===== config.mk =====
export PLATFORM = sky130hd
export DESIGN_NAME = hm_timeslot_mapper
export DESIGN_NICKNAME = d
export VERILOG_FILES = /design/src/rtl/hm_pkg.sv /design/src/rtl/hm_timeslot_mapper.sv
export VERILOG_INCLUDE_DIRS = /design/src /design/src/rtl
export SDC_FILE = /design/constraint.sdc
export NUM_CORES = 1
export LEC_CHECK = 0
export BUFFER_PORTS_ARGS = -buffer_cell sky130_fd_sc_hd__buf_2
export CORE_AREA = 3 3 158 160
export CTS_CLUSTER_DIAMETER = 150
export DETAILED_ROUTE_END_ITERATION = 7
export DIE_AREA = 0 0 161 163
export PLACE_DENSITY = 0.53
export SYNTH_ARGS = -nofsm -noshare
export SYNTH_HDL_FRONTEND = slang
export SYNTH_SLANG_ARGS = --single-unit
export TNS_END_PERCENT = 20

===== constraint.sdc =====
create_clock -name sys_clk -period 2.2 [get_ports sys_clk]
set_input_delay 0.11 -clock sys_clk [delete_from_list [all_inputs] [get_ports sys_clk]]
set_output_delay 0.11 -clock sys_clk [all_outputs]
set_load 0.01 [all_outputs]

===== src/rtl/hm_consts.svh =====
// register map, field positions, reset values and frame geometry for the time-slot mapper
//
// Behaviour
// enable bit three off disables transmit link three entirely; on lets it run.
// enable bit two switches every function of transmit link two off or on.
// transmit link one enable acts only in extended superframe or data-mode formats.
// receive enable bit three off disables receive link three entirely; on runs it.
// receive enable bit two switches every function of receive link two off or on.
// receive link one enable acts only in extended superframe or data-mode formats.
// transmit even select inserts link data in even frames; clear suppresses it.
// transmit odd select inserts link data in odd frames; clear suppresses it.
// transmit channel field picks one channel in binary, 0 is channel 1, 23 channel 24.
// channel field ignored whenever even and odd selects are both clear.
// each transmit bit mask flag set carries link data in that channel bit.
// bit mask flags have no effect while even and odd selects are both clear.
// mask flag 7 maps to the first, most significant channel bit, then downward.
// receive even select extracts link data from even frames; clear stops it.
// receive odd select extracts link data from odd frames; clear stops it.
// receive channel field picks one channel in binary, 0 is channel 1, 23 channel 24.
// transmit links two and three own separate, identical assignment and mask registers.
// receive links two and three own separate, identical assignment and mask registers.
// each receive bit mask flag set extracts that channel bit; clear skips it.
// even and odd both set means every frame carries the selected bits.
`ifndef HM_CONSTS_SVH
`define HM_CONSTS_SVH

// register indices; byte address on the bus is four times the index
`define HM_IDX_TX_EN 8'h84
`define HM_IDX_TX2_SLOT 8'h86
`define HM_IDX_TX3_SLOT 8'h87
`define HM_IDX_TX2_MASK 8'h89
`define HM_IDX_TX3_MASK 8'h8a
`define HM_IDX_RX_EN 8'h8b
`define HM_IDX_RX2_SLOT 8'h8d
`define HM_IDX_RX3_SLOT 8'h8e
`define HM_IDX_RX2_MASK 8'h90
`define HM_IDX_RX3_MASK 8'h91
`define HM_IDX_FORMAT 8'ha0
`define HM_IDX_STATUS 8'ha1

// field positions
`define HM_TX_EN_LSB 2
`define HM_RX_EN_LSB 0
`define HM_SLOT_EVEN_BIT 6
`define HM_SLOT_ODD_BIT 5
`define HM_FMT_ESF_BIT 0
`define HM_FMT_DATA_MODE_BIT 1

// reset values
`define HM_REG_RST 8'h00
`define HM_EN_RST 3'h0
`define HM_SLOT_RST 7'h00
`define HM_FMT_RST 2'h0

// frame geometry: 24 channels of 8 bits after the framing bit
`define HM_LAST_CH 5'h17
`define HM_LAST_BIT 3'h7

`endif


===== src/rtl/hm_pkg.sv =====
// types shared by the time-slot mapper
`default_nettype none
package hm_pkg;

    // one channel assignment: frame parity selects and channel number
    typedef struct packed {
        logic even;
        logic odd;
        logic [4:0] channel_select;
    } hm_slot_type;

    // one bit time of a framed line stream, on sys_clk
    typedef struct packed {
        logic strobe;
        logic frame_start;
        logic frame_odd;
        logic dl_slot;
        logic data;
    } hm_line_type;

    // position of the current bit within the payload of a frame
    typedef struct packed {
        logic live;
        logic odd;
        logic [4:0] ch;
        logic [2:0] bit_no;
    } hm_pos_type;

endpackage
`default_nettype wire


===== src/rtl/hm_timeslot_mapper.sv =====
// time-slot mapper: link enables, channel assignment and bit insertion/extraction
//
// Register access over Avalon-MM was chosen for this implementation.
`include "hm_consts.svh"
`default_nettype none

// ***********************************************
// frame position tracker, one per line direction
// ***********************************************
module hm_frame_pos (
    input wire logic sys_clk,
    input wire logic rst,
    input wire hm_pkg::hm_line_type line,
    output hm_pkg::hm_pos_type cur
);
    hm_pkg::hm_pos_type nxt;
    hm_pkg::hm_pos_type next_nxt;

    // the framing bit itself is no payload, so it never counts as live
    always_comb begin
        cur = nxt;
        if (line.frame_start) begin
            cur.live = 1'b0;
        end
    end

    // nxt holds the position the next strobe will land on
    always_comb begin
        next_nxt = nxt;
        if (line.strobe) begin
            if (line.frame_start) begin
                next_nxt.live = 1'b1;
                next_nxt.odd = line.frame_odd;
                next_nxt.ch = 5'h00;
                next_nxt.bit_no = 3'h0;
            end else if (nxt.live) begin
                next_nxt.bit_no = nxt.bit_no + 3'h1;
                if (nxt.bit_no == `HM_LAST_BIT) begin
                    next_nxt.ch = nxt.ch + 5'h01;
                    if (nxt.ch == `HM_LAST_CH) begin
                        next_nxt.live = 1'b0; // wait for next framing bit
                    end
                end
            end
        end
    end

    always_ff @(posedge sys_clk) begin
        if (rst) begin
            nxt <= '0;
        end else begin
            nxt <= next_nxt;
        end
    end
endmodule

// ***********************************************
// top: register file, insertion and extraction
// ***********************************************
module hm_timeslot_mapper (
    input wire logic sys_clk,
    input wire logic rst,
    input wire logic [9:0] avs_address,
    input wire logic avs_read,
    input wire logic avs_write,
    input wire logic [31:0] avs_writedata,
    input wire logic [3:0] avs_byteenable,
    output logic [31:0] avs_readdata,
    output logic avs_waitrequest,
    input wire hm_pkg::hm_line_type tx_line,
    input wire logic [2:0] tx_link_data,
    output logic tx_line_out,
    output logic tx_line_valid,
    output logic [2:0] tx_link_req,
    output logic [2:0] tx_link_on,
    input wire hm_pkg::hm_line_type rx_line,
    output logic [2:0] rx_link_valid,
    output logic [2:0] rx_link_bit,
    output logic [2:0] rx_link_on
);
    logic [2:0] tx_en;
    logic [2:0] rx_en;
    logic [1:0] fmt;
    hm_pkg::hm_slot_type tx_slot [2];
    hm_pkg::hm_slot_type rx_slot [2];
    logic [7:0] tx_mask [2];
    logic [7:0] rx_mask [2];
    logic [2:0] next_tx_en;
    logic [2:0] next_rx_en;
    logic [1:0] next_fmt;
    hm_pkg::hm_slot_type next_tx_slot [2];
    hm_pkg::hm_slot_type next_rx_slot [2];
    logic [7:0] next_tx_mask [2];
    logic [7:0] next_rx_mask [2];
    logic [31:0] next_avs_readdata;
    logic next_avs_waitrequest;
    logic [7:0] idx;
    logic wr_take;
    logic fmt_ok;
    logic [2:0] tx_eff;
    logic [2:0] rx_eff;
    logic [2:0] tx_hit;
    logic [2:0] rx_hit;
    logic next_tx_line_out;
    logic next_tx_line_valid;
    logic [2:0] next_tx_link_req;
    logic [2:0] next_rx_link_valid;
    logic [2:0] next_rx_link_bit;
    hm_pkg::hm_pos_type tx_cur;
    hm_pkg::hm_pos_type rx_cur;

    // an assignment hits when its frame parity is selected, the channel
    // matches and the mask flag for that bit is set; flag 7 is the first bit
    function automatic logic slot_hit(
        input hm_pkg::hm_slot_type s,
        input logic [7:0] m,
        input hm_pkg::hm_pos_type p
    );
        logic par;
        par = p.odd ? s.odd : s.even;
        slot_hit = p.live && par && (s.channel_select == p.ch)
                   && m[3'h7 - p.bit_no];
    endfunction

    hm_frame_pos u_tx_pos (
        .sys_clk(sys_clk),
        .rst(rst),
        .line(tx_line),
        .cur(tx_cur)
    );

    hm_frame_pos u_rx_pos (
        .sys_clk(sys_clk),
        .rst(rst),
        .line(rx_line),
        .cur(rx_cur)
    );

    // ***********************************************
    // register file over the memory-mapped bus
    // ***********************************************

    assign idx = avs_address[9:2];
    assign wr_take = avs_write && !avs_waitrequest && avs_byteenable[0];

    // writes land on the edge where waitrequest is seen low
    always_comb begin
        next_tx_en = tx_en;
        next_rx_en = rx_en;
        next_fmt = fmt;
        next_tx_slot = tx_slot;
        next_rx_slot = rx_slot;
        next_tx_mask = tx_mask;
        next_rx_mask = rx_mask;
        if (wr_take) begin
            case (idx)
                `HM_IDX_TX_EN: next_tx_en = avs_writedata[`HM_TX_EN_LSB +: 3];
                `HM_IDX_TX2_SLOT: next_tx_slot[0] = avs_writedata[6:0];
                `HM_IDX_TX3_SLOT: next_tx_slot[1] = avs_writedata[6:0];
                `HM_IDX_TX2_MASK: next_tx_mask[0] = avs_writedata[7:0];
                `HM_IDX_TX3_MASK: next_tx_mask[1] = avs_writedata[7:0];
                `HM_IDX_RX_EN: next_rx_en = avs_writedata[`HM_RX_EN_LSB +: 3];
                `HM_IDX_RX2_SLOT: next_rx_slot[0] = avs_writedata[6:0];
                `HM_IDX_RX3_SLOT: next_rx_slot[1] = avs_writedata[6:0];
                `HM_IDX_RX2_MASK: next_rx_mask[0] = avs_writedata[7:0];
                `HM_IDX_RX3_MASK: next_rx_mask[1] = avs_writedata[7:0];
                `HM_IDX_FORMAT: next_fmt = avs_writedata[1:0];
                default: begin
                end
            endcase
        end
    end

    always_ff @(posedge sys_clk) begin
        if (rst) begin
            tx_en <= `HM_EN_RST;
            rx_en <= `HM_EN_RST;
            fmt <= `HM_FMT_RST;
            for (int i = 0; i < 2; i++) begin
                tx_slot[i] <= `HM_SLOT_RST;
                rx_slot[i] <= `HM_SLOT_RST;
                tx_mask[i] <= `HM_REG_RST;
                rx_mask[i] <= `HM_REG_RST;
            end
        end else begin
            tx_en <= next_tx_en;
            rx_en <= next_rx_en;
            fmt <= next_fmt;
            tx_slot <= next_tx_slot;
            rx_slot <= next_rx_slot;
            tx_mask <= next_tx_mask;
            rx_mask <= next_rx_mask;
        end
    end

    // one wait cycle per access; read data is loaded while waitrequest is high
    always_comb begin
        next_avs_waitrequest = !((avs_read || avs_write) && avs_waitrequest);
        next_avs_readdata = avs_readdata;
        if (avs_read && avs_waitrequest) begin
            next_avs_readdata = 32'h0000_0000; // unmapped and reserved read zero
            case (idx)
                `HM_IDX_TX_EN: next_avs_readdata[`HM_TX_EN_LSB +: 3] = tx_en;
                `HM_IDX_TX2_SLOT: next_avs_readdata[6:0] = tx_slot[0];
                `HM_IDX_TX3_SLOT: next_avs_readdata[6:0] = tx_slot[1];
                `HM_IDX_TX2_MASK: next_avs_readdata[7:0] = tx_mask[0];
                `HM_IDX_TX3_MASK: next_avs_readdata[7:0] = tx_mask[1];
                `HM_IDX_RX_EN: next_avs_readdata[`HM_RX_EN_LSB +: 3] = rx_en;
                `HM_IDX_RX2_SLOT: next_avs_readdata[6:0] = rx_slot[0];
                `HM_IDX_RX3_SLOT: next_avs_readdata[6:0] = rx_slot[1];
                `HM_IDX_RX2_MASK: next_avs_readdata[7:0] = rx_mask[0];
                `HM_IDX_RX3_MASK: next_avs_readdata[7:0] = rx_mask[1];
                `HM_IDX_FORMAT: next_avs_readdata[1:0] = fmt;
                `HM_IDX_STATUS: next_avs_readdata[7:0] = {rx_cur.odd, tx_cur.odd,
                                                          rx_link_on, tx_link_on};
                default: begin
                end
            endcase
        end
    end

    always_ff @(posedge sys_clk) begin
        if (rst) begin
            avs_waitrequest <= 1'b1;
            avs_readdata <= 32'h0000_0000;
        end else begin
            avs_waitrequest <= next_avs_waitrequest;
            avs_readdata <= next_avs_readdata;
        end
    end

    // ***********************************************
    // effective link enables
    // ***********************************************

    // link one rides the data link, which only exists in these two formats
    assign fmt_ok = fmt[`HM_FMT_ESF_BIT] || fmt[`HM_FMT_DATA_MODE_BIT];
    assign tx_eff = {tx_en[2], tx_en[1], tx_en[0] && fmt_ok};
    assign rx_eff = {rx_en[2], rx_en[1], rx_en[0] && fmt_ok};

    // ***********************************************
    // transmit insertion
    // ***********************************************

    // on a clash link one wins, then link two; the loser sees no request
    always_comb begin
        tx_hit[0] = tx_eff[0] && tx_line.strobe && tx_line.dl_slot;
        for (int k = 0; k < 2; k++) begin
            tx_hit[k + 1] = tx_eff[k + 1] && tx_line.strobe
                            && slot_hit(tx_slot[k], tx_mask[k], tx_cur);
        end
        next_tx_link_req[0] = tx_hit[0];
        next_tx_link_req[1] = tx_hit[1] && !tx_hit[0];
        next_tx_link_req[2] = tx_hit[2] && !tx_hit[1] && !tx_hit[0];
        next_tx_line_valid = tx_line.strobe;
        next_tx_line_out = tx_line_out;
        if (tx_line.strobe) begin
            next_tx_line_out = tx_line.data; // untouched bits pass through
            for (int k = 0; k < 3; k++) begin
                if (next_tx_link_req[k]) begin
                    next_tx_line_out = tx_link_data[k];
                end
            end
        end
    end

    always_ff @(posedge sys_clk) begin
        if (rst) begin
            tx_line_out <= 1'b0;
            tx_line_valid <= 1'b0;
            tx_link_req <= 3'h0;
            tx_link_on <= 3'h0;
        end else begin
            tx_line_out <= next_tx_line_out;
            tx_line_valid <= next_tx_line_valid;
            tx_link_req <= next_tx_link_req;
            tx_link_on <= tx_eff; // engines idle while their bit is off
        end
    end

    // ***********************************************
    // receive extraction
    // ***********************************************

    // every link may tap the same bit; each holds its last bit between pulses
    always_comb begin
        rx_hit[0] = rx_eff[0] && rx_line.strobe && rx_line.dl_slot;
        for (int k = 0; k < 2; k++) begin
            rx_hit[k + 1] = rx_eff[k + 1] && rx_line.strobe
                            && slot_hit(rx_slot[k], rx_mask[k], rx_cur);
        end
        next_rx_link_valid = rx_hit;
        for (int k = 0; k < 3; k++) begin
            next_rx_link_bit[k] = rx_hit[k] ? rx_line.data : rx_link_bit[k];
        end
    end

    always_ff @(posedge sys_clk) begin
        if (rst) begin
            rx_link_valid <= 3'h0;
            rx_link_bit <= 3'h0;
            rx_link_on <= 3'h0;
        end else begin
            rx_link_valid <= next_rx_link_valid;
            rx_link_bit <= next_rx_link_bit;
            rx_link_on <= rx_eff;
        end
    end

    // ***********************************************
    // assertions
    // ***********************************************

    property p_tx3_off;
        @(posedge sys_clk) disable iff (rst)
        !tx_en[2] |=> !tx_link_req[2] && !tx_link_on[2];
    endproperty
    a_tx3_off: assert property (p_tx3_off) else $error("tx link three active while off");

    property p_tx2_off;
        @(posedge sys_clk) disable iff (rst)
        !tx_en[1] |=> !tx_link_req[1] && !tx_link_on[1];
    endproperty
    a_tx2_off: assert property (p_tx2_off) else $error("tx link two active while off");

    property p_tx1_dl;
        @(posedge sys_clk) disable iff (rst)
        tx_en[0] && fmt_ok && tx_line.strobe && tx_line.dl_slot
        |=> tx_link_req[0] && tx_line_out == $past(tx_link_data[0]) && tx_link_on[0];
    endproperty
    a_tx1_dl: assert property (p_tx1_dl) else $error("tx link one missed data link bit");

    property p_link1_fmt;
        @(posedge sys_clk) disable iff (rst)
        !fmt_ok |=> !tx_link_on[0] && !rx_link_on[0] && !rx_link_valid[0];
    endproperty
    a_link1_fmt: assert property (p_link1_fmt) else $error("link one active in wrong format");

    property p_rx_off;
        @(posedge sys_clk) disable iff (rst)
        !rx_en[2] && !rx_en[1] |=> rx_link_valid[2:1] == 2'h0 && rx_link_on[2:1] == 2'h0;
    endproperty
    a_rx_off: assert property (p_rx_off) else $error("rx link active while off");

    property p_tx2_insert;
        @(posedge sys_clk) disable iff (rst)
        tx_en[1] && tx_line.strobe && tx_cur.live && !tx_hit[0]
        && (tx_cur.odd ? tx_slot[0].odd : tx_slot[0].even)
        && tx_slot[0].channel_select == tx_cur.ch && tx_mask[0][3'h7 - tx_cur.bit_no]
        |=> tx_link_req[1] && tx_line_out == $past(tx_link_data[1]) && tx_line_valid;
    endproperty
    a_tx2_insert: assert property (p_tx2_insert) else $error("tx link two bit not inserted");

    property p_tx_parity_block;
        @(posedge sys_clk) disable iff (rst)
        tx_line.strobe && !(tx_cur.odd ? tx_slot[1].odd : tx_slot[1].even)
        |=> !tx_link_req[2];
    endproperty
    a_tx_parity_block: assert property (p_tx_parity_block) else $error("tx wrong parity");

    property p_tx_mask_skip;
        @(posedge sys_clk) disable iff (rst)
        tx_line.strobe && tx_cur.live && !tx_mask[0][3'h7 - tx_cur.bit_no]
        |=> !tx_link_req[1];
    endproperty
    a_tx_mask_skip: assert property (p_tx_mask_skip) else $error("tx masked bit inserted");

    property p_rx_extract;
        @(posedge sys_clk) disable iff (rst)
        rx_en[2] && rx_line.strobe && slot_hit(rx_slot[1], rx_mask[1], rx_cur)
        |=> rx_link_valid[2] && rx_link_bit[2] == $past(rx_line.data);
    endproperty
    a_rx_extract: assert property (p_rx_extract) else $error("rx link three bit not taken");

    property p_rx_none;
        @(posedge sys_clk) disable iff (rst)
        !rx_slot[0].even && !rx_slot[0].odd |=> !rx_link_valid[1];
    endproperty
    a_rx_none: assert property (p_rx_none) else $error("rx link two taps with no parity");

    property p_bus_wait;
        @(posedge sys_clk) disable iff (rst)
        (avs_read || avs_write) && avs_waitrequest |=> !avs_waitrequest ##1 avs_waitrequest;
    endproperty
    a_bus_wait: assert property (p_bus_wait) else $error("bus answer not after one wait");

    c_tx2_insert: cover property (@(posedge sys_clk) disable iff (rst) tx_link_req[1]);
    c_rx3_extract: cover property (@(posedge sys_clk) disable iff (rst) rx_link_valid[2]);
    c_tx1_dl: cover property (@(posedge sys_clk) disable iff (rst) tx_link_req[0]);
    c_bus_write: cover property (@(posedge sys_clk) disable iff (rst) wr_take);
endmodule
`default_nettype wire


# == Yosys cells after proc, flatten, opt, wreduce, memory -nomap -nowiden ==
# Cells that the tools add are included.
# op_classes
add_sub_neg,6
order_cmp,2
n_eq_ne,20
n_mux,36
reduce_logical,60
# op_table
cell,n
$eq 8x8->1 const B,12
$logic_and 1x1->1,33
$mux 8,4
$reduce_and 2->1,15
$pmux 2 s11,1
$mux 1,21
$eq 5x5->1,4
$pmux 2 s10,1
$pmux 2 s9,1
$bmux 1 s3,4
$pmux 1 s11,1
$add 5x1->5 const B,2
$eq 5x5->1 const B,2
$mux 5,2
$lt 3x4->1 const B,2
$reduce_bool 2->1,4
$add 3x1->3 const B,2
$eq 3x3->1 const B,2
$reduce_and 3->1,2
$sub 3x3->3 const A,2
$pmux 1 s5,1
$logic_not 1->1,4
$logic_or 1x1->1,2
# word_totals
ff_bits,114
inputBits,63
out_inout_bits,50
word_cells,162

# == Longest topological paths before layout ==
# Gate-level depths: netlist of the first run.
# logic_depth
word_depth,9
mapped_depth,7
depth_no_buf,7

# == Modules after synthesis ==
# From an unflattened synthesis of the first run, not the netlist that was laid out.
# unflattened
cells_unflattened,664
hier_area_um2,5953.2
# by_module_without_submodules
mod,n_inst,cells_each,area_per_inst_um2
hm_timeslot_mapper,1,538,4887.2
hm_frame_pos,2,63,533.0

# == Worst setup path before layout of the first run ==
# OpenSTA, ideal clock, no wires.
# synth_timing
kind,register to register
from,register u_tx_pos.nxt[9] (netlist name)
to,register tx_line_out
setup_time_ns,0.069
arrival_time_ns,1.624
slack_ns,0.507
path_stages_with_launch,7
n_path_buf,1
cell_sequence,dfxtp_1 > and3b_1 > buf_6 > nand2_2 > or4_4 > o311a_1 > o21ai_1
# synth_via
elab_chain_cells,9
# synth_lines
item,line,source
from (decl),hm_timeslot_mapper.sv:16,hm_pkg::hm_pos_type nxt;
from (signal assigned),hm_timeslot_mapper.sv:52,nxt <= next_nxt;
$mux 1 (*),hm_timeslot_mapper.sv:22,if (line.frame_start) begin
$logic_and 1x1->1 (2 in series),hm_timeslot_mapper.sv:121,slot_hit = p.live && par && (s.channel_select == p.ch)
$logic_and 1x1->1,hm_timeslot_mapper.sv:122,&& m[3'h7 - p.bit_no];
$logic_and 1x1->1,hm_timeslot_mapper.sv:250,"&& slot_hit(tx_slot[k], tx_mask[k], tx_cur);"
$logic_not 1->1,hm_timeslot_mapper.sv:254,next_tx_link_req[2] = tx_hit[2] && !tx_hit[1] && !tx_hit[0];
$logic_and 1x1->1 (2 in series),hm_timeslot_mapper.sv:254,
$mux 1 (*),hm_timeslot_mapper.sv:260,if (next_tx_link_req[k]) begin
to (signal assigned),hm_timeslot_mapper.sv:274,tx_line_out <= next_tx_line_out;
to (decl),hm_timeslot_mapper.sv:72,"output logic tx_line_out,"
# Every way passes the cells marked *; elsewhere a longest branch is shown, timed or not.
# A chain may end at the register's enable or synchronous reset.

# == Final worst setup path of the first run ==
# Ends and elaborated chain as after synthesis.

==> results of run 1 <==
-- cells in the mapped netlist (4+ instances only) --
master	instances
dfxtp_1	114
xor2_1	5
o22ai_1	8
nor2b_1	15
a21oi_1	20
buf_2	12
and3b_1	5
o21ai_0	16
inv_1	4
a32oi_1	4
buf_4	25
xnor2_1	22
a22oi_1	13
mux4_2	8
clkbuf_1	26
ha_1	6
mux2_2	12
nand4_1	12
nand2_1	48
nor4_1	4
or3_1	4
mux2i_1	81
nand3_1	22
nor2_1	97
-- metrics by stage --
stage / cells / hold slack [ns] / utilization / power (W) / cell area [sq um]
after floorplan: 670 / 0.2259 / - / 0.002346 / 5989
after global placement: 1001 / 0.3615 / 0.2751 / 0.002434 / 6476
after detailed placement: 1001 / 0.3594 / 0.2751 / 0.002435 / 6476
after CTS: 1037 / 0.001492 / 0.3022 / 0.005126 / 7114
after global routing: 1037 / 0.01569 / 0.3022 / 0.005252 / 7114
final: 1037 / 0.01022 / 0.3022 / 0.005085 / 7114
-- per-layer routing --
layer	vias to the layer above	track usage
li1	2379	-
met4	8	0.03559
met3	23	0.03586
met1	2403	0.1821
met5	-	0
met2	132	0.2177
-- timing repair --
| action | in CTS | in global routing |
|---|---|---|
| setup buffers | 0 | 0 |
| hold endpoints to repair | 8 | 0 |
| hold buffers | 7 | 0 |
-- power by group through the flow --
stage / sequential (W) / clock [W] / combinational (W)
6_report: 0.00209 / 0.00268 / 0.000310
5_1_grt: 0.00209 / 0.00282 / 0.000337
4_1_cts: 0.00209 / 0.00272 / 0.000309
3_5_place_dp: 0.00214 / 0 / 0.000298
3_3_place_gp: 0.00214 / 0 / 0.000297
2_1_floorplan: 0.00214 / 0 / 0.000210
-- worst min path at each step --
stage | startpoint | end | depth (start not counted)
after floorplan | avs_read | avs_waitrequest | 1
after detailed placement | avs_write | avs_waitrequest | 2
after global routing | rx_line[3] | u_rx_pos.cur[8] | 3
after global placement | avs_write | avs_waitrequest | 2
final | rx_line[3] | u_rx_pos.cur[8] | 3
after CTS | rx_line[3] | u_rx_pos.cur[8] | 3
-- flip-flops by register name, indices dropped and copies added (netlist names), 8 cells and up --
register and cells:
rx_mask 16, tx_mask 16, rx_slot 14, tx_slot 14, u_rx_pos.cur 9, u_tx_pos.cur 9
avs_readdata 8
-- kinds of logic after synthesis --
family / Yosys count / synth area share
and+or+nand+nor: 237 / 0.2016
AOI/OAI and AO/OA: 91 / 0.1032
adders and majority gates: 6 / 0.01272
muxes: 101 / 0.1908
other: 1 / 0.0006353
xor gates and xnor gates: 27 / 0.04006
DFF: 114 / 0.3866
buffers and inverters: 70 / 0.06443
-- layout make-up --
| type | instances | area share |
|---|---|---|
| Multi-Input combinational cell | 486 | 0.4676 |
| Sequential cell | 114 | 0.3208 |
| Timing Repair Buffer | 85 | 0.07351 |
| Clock buffer | 23 | 0.06859 |
| Tap cell | 319 | 0.05610 |
| Clock inverter | 6 | 0.01126 |
| Inverter | 4 | 0.002110 |
-- critical path: stages, from the launching register on --
cell and delay, ns:
dfxtp_1 0.40, and3b_1 0.35, nand2_2 0.07, or4_4 0.57
o311a_1 0.35, o21ai_1 0.12
==> results.json, run 1 <==
{
  "numCtsBuffers": 17,
  "met1_length_um": 8320,
  "drc_errors": 0,
  "power.switching_w": 0.001151,
  "maxCapViolations": 0,
  "powerDensity_mw_per_mm2": 714.8,
  "clockBufferDepth": 2,
  "hold_viol": 0,
  "clock_sinks": 114,
  "synth_edf_count": 0,
  "setup_viol": 0,
  "multi_input_area_sq_mm": 0.003327,
  "r2r_cells": 5,
  "antenna_found_initial": 4,
  "fill_cells": 2529,
  "routabilityCongestion": 0.8563,
  "holdCritPathClass": "primary input to flop",
  "slew_viol_final": 0,
  "layout.nets": 777,
  "crit_end": "tx_line_out",
  "fin_crit_sh": 0.8719,
  "p_int_w": 0.003934,
  "area_growth_pct": 20.52,
  "synth.avg_cell_area_sq_um": 9.124,
  "drt-wirelength-per-cell_um": 17.12,
  "synth_top_area_share": 0.3866,
  "top_layer": "met5",
  "cts_root_buf": "clkbuf_16",
  "drt_iter0_drc": 320,
  "slew_headroom": 0.6535,
  "async_reset_ff_frac": 0,
  "final.setup_skew_ns": 0.008579,
  "period_needed_ns": 1.918,
  "final_antenna_net_count": 0,
  "routed_wl_um": 17750,
  "yosysSeqAreaShare": 0.3866,
  "crit_path_start_kind": "flop",
  "p_clk_frac": 0.527,
  "register_area_sq_mm": 0.002282,
  "wl_met3_um": 937,
  "core_sq_mm": 0.02354,
  "outcome": "completed",
  "grt_max_degree": 103,
  "rrSetupSlack_ns": 0.28,
  "grt_overflow_total": 0,
  "cp.arrival_ns": 2.26,
  "grt_pass1_wl_um": 27310,
  "finalWorstSetupSlack_ns": 0.2817,
  "leakage_nw": 2.701,
  "dp_worst_setup_slack_ns": 0.2103,
  "power_frac_seq": 0.412,
  "first_pass_iters": 5,
  "sw_frac_of_total": 0.2263,
  "syn_area_sq_mm": 0.005903,
  "grt_usage": 0.1359,
  "cp_max_fo": 6,
  "insertion_delay_ns": 0.42,
  "r2r-end": "tx_line_out",
  "start_util": 0.2507,
  "diodes": 0,
  "max_freq_mhz": 521.3,
  "rsz0062_at_grt": "no",
  "finalSetupTns_ns": 0,
  "yosys_warnings": 0,
  "r2r_start": "u_tx_pos.nxt[9]",
  "ys_top_cells_by_area": "dfxtp_1 39%, mux2i_1 14%, nor2_1 6.2%, xnor2_1 3.3%, buf_4 3.2%",
  "ir_drop_mv": 0.5054,
  "critical_path_class": "flop to flop",
  "fp.dieW_um": 161,
  "netlist_instances": 647,
  "ys_types": 63,
  "fp.dieH_um": 163,
  "ctsHtreeMaxLevel": 4,
  "wl_met2_um": 8199,
  "clkTransAtPathRegs_ns": 0.05,
  "rows": 56,
  "comb_power_share": 0.061,
  "die-area_sq_mm": 0.02624,
  "final_common_cell": "dfxtp_1",
  "yosysTopAreaCell": "dfxtp_1",
  "endpoint_kind": "flop",
  "worst_pin_slew_ns": 0.5125,
  "most-common-layout-cells": "114 x dfxtp_1, 97 x nor2_1, 81 x mux2i_1, 58 x buf_2, 48 x nand2_1",
  "io_buffers": 59,
  "startpoint": "u_tx_pos.nxt[9]",
  "vias_per_cell": 4.769,
  "ys.flop_type": "dfxtp_1",
  "cts_tree": "built",
  "io_pins": 113,
  "cp.required_ns": 2.54,
  "vias": 4945,
  "synth_seq_cells": 114,
  "grt_pass1_vias": 4657,
  "drive_above_1_share": 0.1964,
  "cts-resized-gates": 0,
  "dp_hpwl_um": 12920
}
Note: power is estimated with default switching activity, not from simulation.
==> run 2: changes to the inputs <==
Settings changed: HOLD_SLACK_MARGIN from default to 0.05, TNS_END_PERCENT 20 to 30.
==> run 2 against run 1 <==
Combinational power increased by 3%. First-iteration DRC count decreased by 1.9%. Hold slack improved by 0.061 ns. Critical path type is now primary input to flop. Critical endpoint unchanged. Highest routed layer unchanged.
==> results.json, run 2 (same netlist as run 1, synthesis figures left out) <==
{
  "layout.nets": 784,
  "final_common_cell": "dfxtp_1",
  "power.switching_w": 0.001151,
  "drive_above_1_share": 0.1945,
  "insertion_delay_ns": 0.41,
  "clock_sinks": 114,
  "dp.cells": 1001,
  "holdCritPathClass": "primary input to flop",
  "vias_per_cell": 4.775,
  "cp_cell_sequence": "dlygate4sd3_1, buf_2, and3b_1, nand2_2, or4_4, o311a_1, o21ai_1",
  "ctsHtreeMaxLevel": 4,
  "routabilityCongestion": 0.8563,
  "worst_pin_slew_ns": 0.5128,
  "grt_overflow_total": 0,
  "holdPathEnd": "u_tx_pos.nxt[9]",
  "drt-wirelength-per-cell_um": 17.01,
  "core_sq_mm": 0.02354,
  "numCtsBuffers": 17,
  "cts_root_buf": "clkbuf_16",
  "dpl_cell_area_sq_mm": 0.006476,
  "leakage_nw": 2.723,
  "final.setup_skew_ns": 0.007431,
  "period_needed_ns": 1.960,
  "final_cell_area_sq_mm": 0.007184,
  "diodes": 0,
  "antenna_found_initial": 3,
  "grt_max_degree": 103,
  "die-area_sq_mm": 0.02624,
  "comb_power_share": 0.062,
  "cts_tree": "built",
  "finalSetupTns_ns": 0,
  "clkTransAtPathRegs_ns": 0.05,
  "sw_frac_of_total": 0.2261,
  "setup_viol": 0,
  "cp.required_ns": 2.54,
  "final_cells": 1044,
  "cp_max_fo": 12,
  "r2r_cells": 5,
  "max_freq_mhz": 510.1,
  "fill_cells": 2522,
  "r2r-end": "tx_line_out",
  "rsz0062_at_grt": "no",
  "final_antenna_net_count": 0,
  "critical_path.max_stage_delay_ns": 0.57,
  "p_clk_frac": 0.527,
  "gr-usage-met2": 0.2187,
  "hold_depth": 3,
  "gr-usage-met1": 0.1834,
  "io_pins": 113,
  "hold_viol": 0,
  "crit_path_start_kind": "primary input",
  "most-common-layout-cells": "114 x dfxtp_1, 97 x nor2_1, 81 x mux2i_1, 58 x buf_2, 48 x nand2_1",
  "p_int_w": 0.003941,
  "grt_pass1_wl_um": 27430,
  "worstHoldStart": "tx_line[3]",
  "fin_crit_sh": 0.8910,
  "start_util": 0.2507,
  "cts-resized-gates": 0,
  "rrSetupSlack_ns": 0.29,
  "io_buffers": 59,
  "slew_viol_final": 0,
  "ir_drop_mv": 0.4991,
  "maxCapViolations": 0,
  "dp_worst_setup_slack_ns": 0.2103,
  "grt_usage": 0.1363,
  "area_growth_pct": 21.70,
  "drt_iter0_drc": 314,
  "routed_wl_um": 17760,
  "r2r_start": "u_tx_pos.cur[1]",
  "critical_path_class": "primary input to flop",
  "clockBufferDepth": 2,
  "cpMaxStageDelayCell": "or4_4",
  "cp.arrival_ns": 2.30,
  "power_frac_seq": 0.411,
  "finalWorstSetupSlack_ns": 0.2398,
  "drc_errors": 0,
  "grt_pass1_vias": 4690,
  "powerDensity_mw_per_mm2": 708.9,
  "dp_hpwl_um": 12920,
  "reg.largest.list": "rx_mask x16, tx_mask x16",
  "top_usage_layer": "met2",
  "fp.dieH_um": 163,
  "path_buf_inv": 2,
  "outcome": "completed",
  "endpoint_kind": "flop",
  "fp.dieW_um": 161,
  "first_pass_iters": 5,
  "slew_headroom": 0.6533,
  "rows": 56,
  "vias": 4985,
  "gr-usage-met3": 0.03459,
  "cp_top_family": "simple AND/OR/NAND/NOR gates"
}
==> run 2: per-stage QoR <==
stage	power (W)	hold WS (ns)	util
after global routing	0.005261	0.07933	0.3052
after global placement	0.002434	0.3615	0.2751
after detailed placement	0.002435	0.3594	0.2751
after floorplan	0.002346	0.2259	-
final	0.005093	0.07157	0.3052
after CTS	0.005133	0.05972	0.3052
==> run 2: power by group through the flow <==
stage	Clock (W)	Sequential (W)	Combinational (W)
3_5_place_dp	0	0.00214	0.000298
2_1_floorplan	0	0.00214	0.000210
4_1_cts	0.00272	0.00209	0.000316
6_report	0.00268	0.00209	0.000318
3_3_place_gp	0	0.00214	0.000297
5_1_grt	0.00282	0.00209	0.000345
==> run 2: timing repair <==
action / CTS / global route
hold buffers: 14 / 0
setup buffers: 0 / 0
hold endpoints to repair: 15 / 0
setup endpoints to repair: 0 / 0
==> run 2: worst reg2reg max path, stage by stage (launching register included) <==
cell and delay (ns):
dfxtp_1 0.51, mux4_2 0.54, mux2i_1 0.36, nor4_1 0.11, o221ai_1 0.18, o21ai_1 0.09
==> run 2: routing by layer <==
metal	vias to the layer above	wire length (um)
li1	2389	-
met1	2416	8333
met2	146	8195
met3	28	946
met4	6	226
met5	-	60
==> run 2: layout make-up <==
| class | instances | area [sq um] | area share |
|---|---|---|---|
| multi-input combinational | 486 | 3327 | 0.4631 |
| sequential | 114 | 2282 | 0.3177 |
| timing repair buffer | 92 | 593.1 | 0.08255 |
| clock buffer | 23 | 488.0 | 0.06792 |
| tap | 319 | 399.1 | 0.05556 |
| clock inverter | 6 | 80.08 | 0.01115 |
| inverter | 4 | 15.01 | 0.002090 |
==> run 2: worst max path at each step <==
stage	start	end	slack, ns	cells after the start
6_report	tx_line[4]	tx_line_out	0.24	7
3_5_place_dp	avs_address[2]	rx_slot[8]	0.21	6
4_1_cts	tx_line[4]	tx_line_out	0.26	7
2_1_floorplan	u_tx_pos.nxt[9]	tx_line_out	0.51	6
5_1_grt	tx_line[4]	tx_line_out	0.15	7
3_3_place_gp	avs_address[2]	rx_slot[8]	0.22	6
==> run 3: changes to the inputs <==
Settings changed: CORE_AREA 3 3 158 160 to 3 3 109 111, DIE_AREA 0 0 161 163 to 0 0 112 114, PLACE_DENSITY 0.53 to 0.88.
==> run 3 against run 2 <==
First-iteration DRC count increased by 130%. Sequential cell count unchanged. Clock-buffer cell count increased by 1. Non-clock buffer count increased by 13. Cell area decreased by 2.3%. Hold slack improved by 0.046 ns. Die area decreased by 51%. Sequential share of layout area increased by 0.75 points. Clock skew decreased by 0.0013 ns. Clock power decreased by 13%. Critical path depth decreased by 1. Maximum frequency decreased by 5.1%.
==> results.json, run 3 (same netlist as run 1, synthesis figures left out) <==
{
  "outcome": "completed",
  "post_cts_buffers": 0,
  "diodes": 0,
  "grt_usage": 0.2813,
  "finalSetupTns_ns": 0,
  "io_buffers": 59,
  "slew_headroom": 0.5639,
  "antenna_found_initial": 0,
  "reg.largest.list": "rx_mask x16, tx_mask x16",
  "dpl_cell_area_sq_mm": 0.006185,
  "startpoint": "u_rx_pos.cur[1]",
  "cts_root_buf": "clkbuf_8",
  "critical_path.max_stage_delay_ns": 0.62,
  "rsz0062_at_grt": "no",
  "cp_max_fo": 6,
  "r2r_start": "u_rx_pos.cur[1]",
  "routed_wl_um": 17560,
  "r2r_cells": 6,
  "cts_tree": "built",
  "clkTransAtPathRegs_ns": 0.06,
  "fin_crit_sh": 0.9393,
  "final_common_cell": "dfxtp_1",
  "vias": 5489,
  "vias_per_cell": 6.238,
  "most-common-layout-cells": "113 x dfxtp_1, 97 x nor2_1, 81 x mux2i_1, 59 x buf_2, 48 x nand2_1",
  "grt_pass1_wl_um": 28190,
  "setup_viol": 0,
  "insertion_delay_ns": 0.55,
  "endpoint_kind": "flop",
  "clock_sinks": 114,
  "first_pass_iters": 6,
  "drc_errors": 0,
  "io_pins": 113,
  "power_w": 0.004766,
  "final_cell_area_sq_mm": 0.007022,
  "worst_pin_slew_ns": 0.6450,
  "routabilityCongestion": 1.035,
  "cpMaxStageDelayCell": "dlygate4sd3_1",
  "area_growth_pct": 18.95,
  "rrSetupSlack_ns": 0.13,
  "grt_overflow_total": 0,
  "path_common_cell": "ha_1",
  "numCtsBuffers": 17,
  "rows": 38,
  "finalWorstSetupSlack_ns": 0.1336,
  "layout.nets": 797,
  "grt_max_degree": 54,
  "hold_depth": 4,
  "ir_drop_mv": 0.5643,
  "clockBufferDepth": 2,
  "critical_path_class": "flop to flop",
  "cp_top_family": "buffers and inverters",
  "holdPathEnd": "avs_readdata[5]",
  "drt-wirelength-per-cell_um": 19.95,
  "utilization": 0.6449,
  "crit_path_start_kind": "flop",
  "dp_hpwl_um": 11710,
  "ctsHtreeMaxLevel": 4,
  "die-area_sq_mm": 0.01277,
  "maxCapViolations": 0,
  "drive_above_1_share": 0.1811,
  "hold_viol": 0,
  "cp.required_ns": 2.62,
  "path_buf_inv": 1,
  "holdCritPathClass": "primary input to flop",
  "final_antenna_net_count": 0,
  "r2r-end": "u_rx_pos.nxt[9]",
  "period_needed_ns": 2.066,
  "fp.dieW_um": 112,
  "cp_cell_sequence": "ha_1, ha_1, nand4b_1, o21ai_0, a21oi_1, dlygate4sd3_1",
  "max_freq_mhz": 483.9,
  "worstHoldStart": "rst",
  "grt_pass1_vias": 5399,
  "slew_viol_final": 0,
  "core_sq_mm": 0.01089,
  "fp.dieH_um": 114,
  "start_util": 0.5422,
  "leakage_nw": 2.736,
  "cp.arrival_ns": 2.48,
  "dp_worst_setup_slack_ns": 0.1287,
  "powerDensity_mw_per_mm2": 678.8,
  "drt_iter0_drc": 720,
  "final.setup_skew_ns": 0.006156
}
==> run 3: worst register-to-register path, stage by stage (launching register included) <==
cell	delay, ns
dfxtp_1	0.49
ha_1	0.24
ha_1	0.24
nand4b_1	0.11
o21ai_0	0.15
a21oi_1	0.09
dlygate4sd3_1	0.62
==> run 3: layer usage <==
layer / routed length (um) / part of all wire / global-route usage / vias to the layer above
li1: - / - / - / 2423
met1: 6771 / 0.39 / 0.3413 / 2599
met2: 8333 / 0.47 / 0.4624 / 389
met3: 1700 / 0.097 / 0.07268 / 78
met4: 750 / 0.043 / 0.1466 / 0
met5: 0 / 0 / 0 / -
==> run 3: worst max-delay path by stage <==
| stage | end | slack (ns) | depth (start not counted) |
|---|---|---|---|
| global route | rx_link_bit[0] | 0.02 | 6 |
| finish | u_rx_pos.nxt[9] | 0.13 | 6 |
| CTS | u_rx_pos.nxt[9] | 0.18 | 6 |
| global placement | tx_mask[13] | 0.25 | 6 |
| detailed placement | tx_mask[14] | 0.13 | 6 |
| floorplan | tx_line_out | 0.51 | 6 |
==> run 3: layout make-up <==
type                            instances  area (sq um)
Sequential cell                       114          2283
Multi-Input combinational cell        486          3327
Timing Repair Buffer                  105         725.7
Clock inverter                          7         35.03
Fill cell                             839          3866
Tap cell                              140         175.2
Clock buffer                           24         460.4
Inverter                                4         15.01
==> run 3: per-stage QoR <==
step | hold WS (ns) | instances
global placement | 0.3537 | 815
global route | 0.09986 | 880
finish | 0.1173 | 880
CTS | 0.08118 | 880
detailed placement | 0.3606 | 815
floorplan | 0.2259 | 670
==> run 3: what timing repair did <==
item                       4_1_cts  5_1_grt
setup endpoints to repair        0        1
gates resized for setup          0        1
hold buffers                    34        0
hold endpoints to repair        74        0
==> run 3: where the power goes <==
part | total (W) | switching [W] | internal (W)
combinational | 0.000336 | 0.000218 | 0.000118
clock | 0.00233 | 0.000916 | 0.00142
sequential | 0.00210 | 0.0000167 | 0.00208
total | 0.00477 | 0.00115 | 0.00362
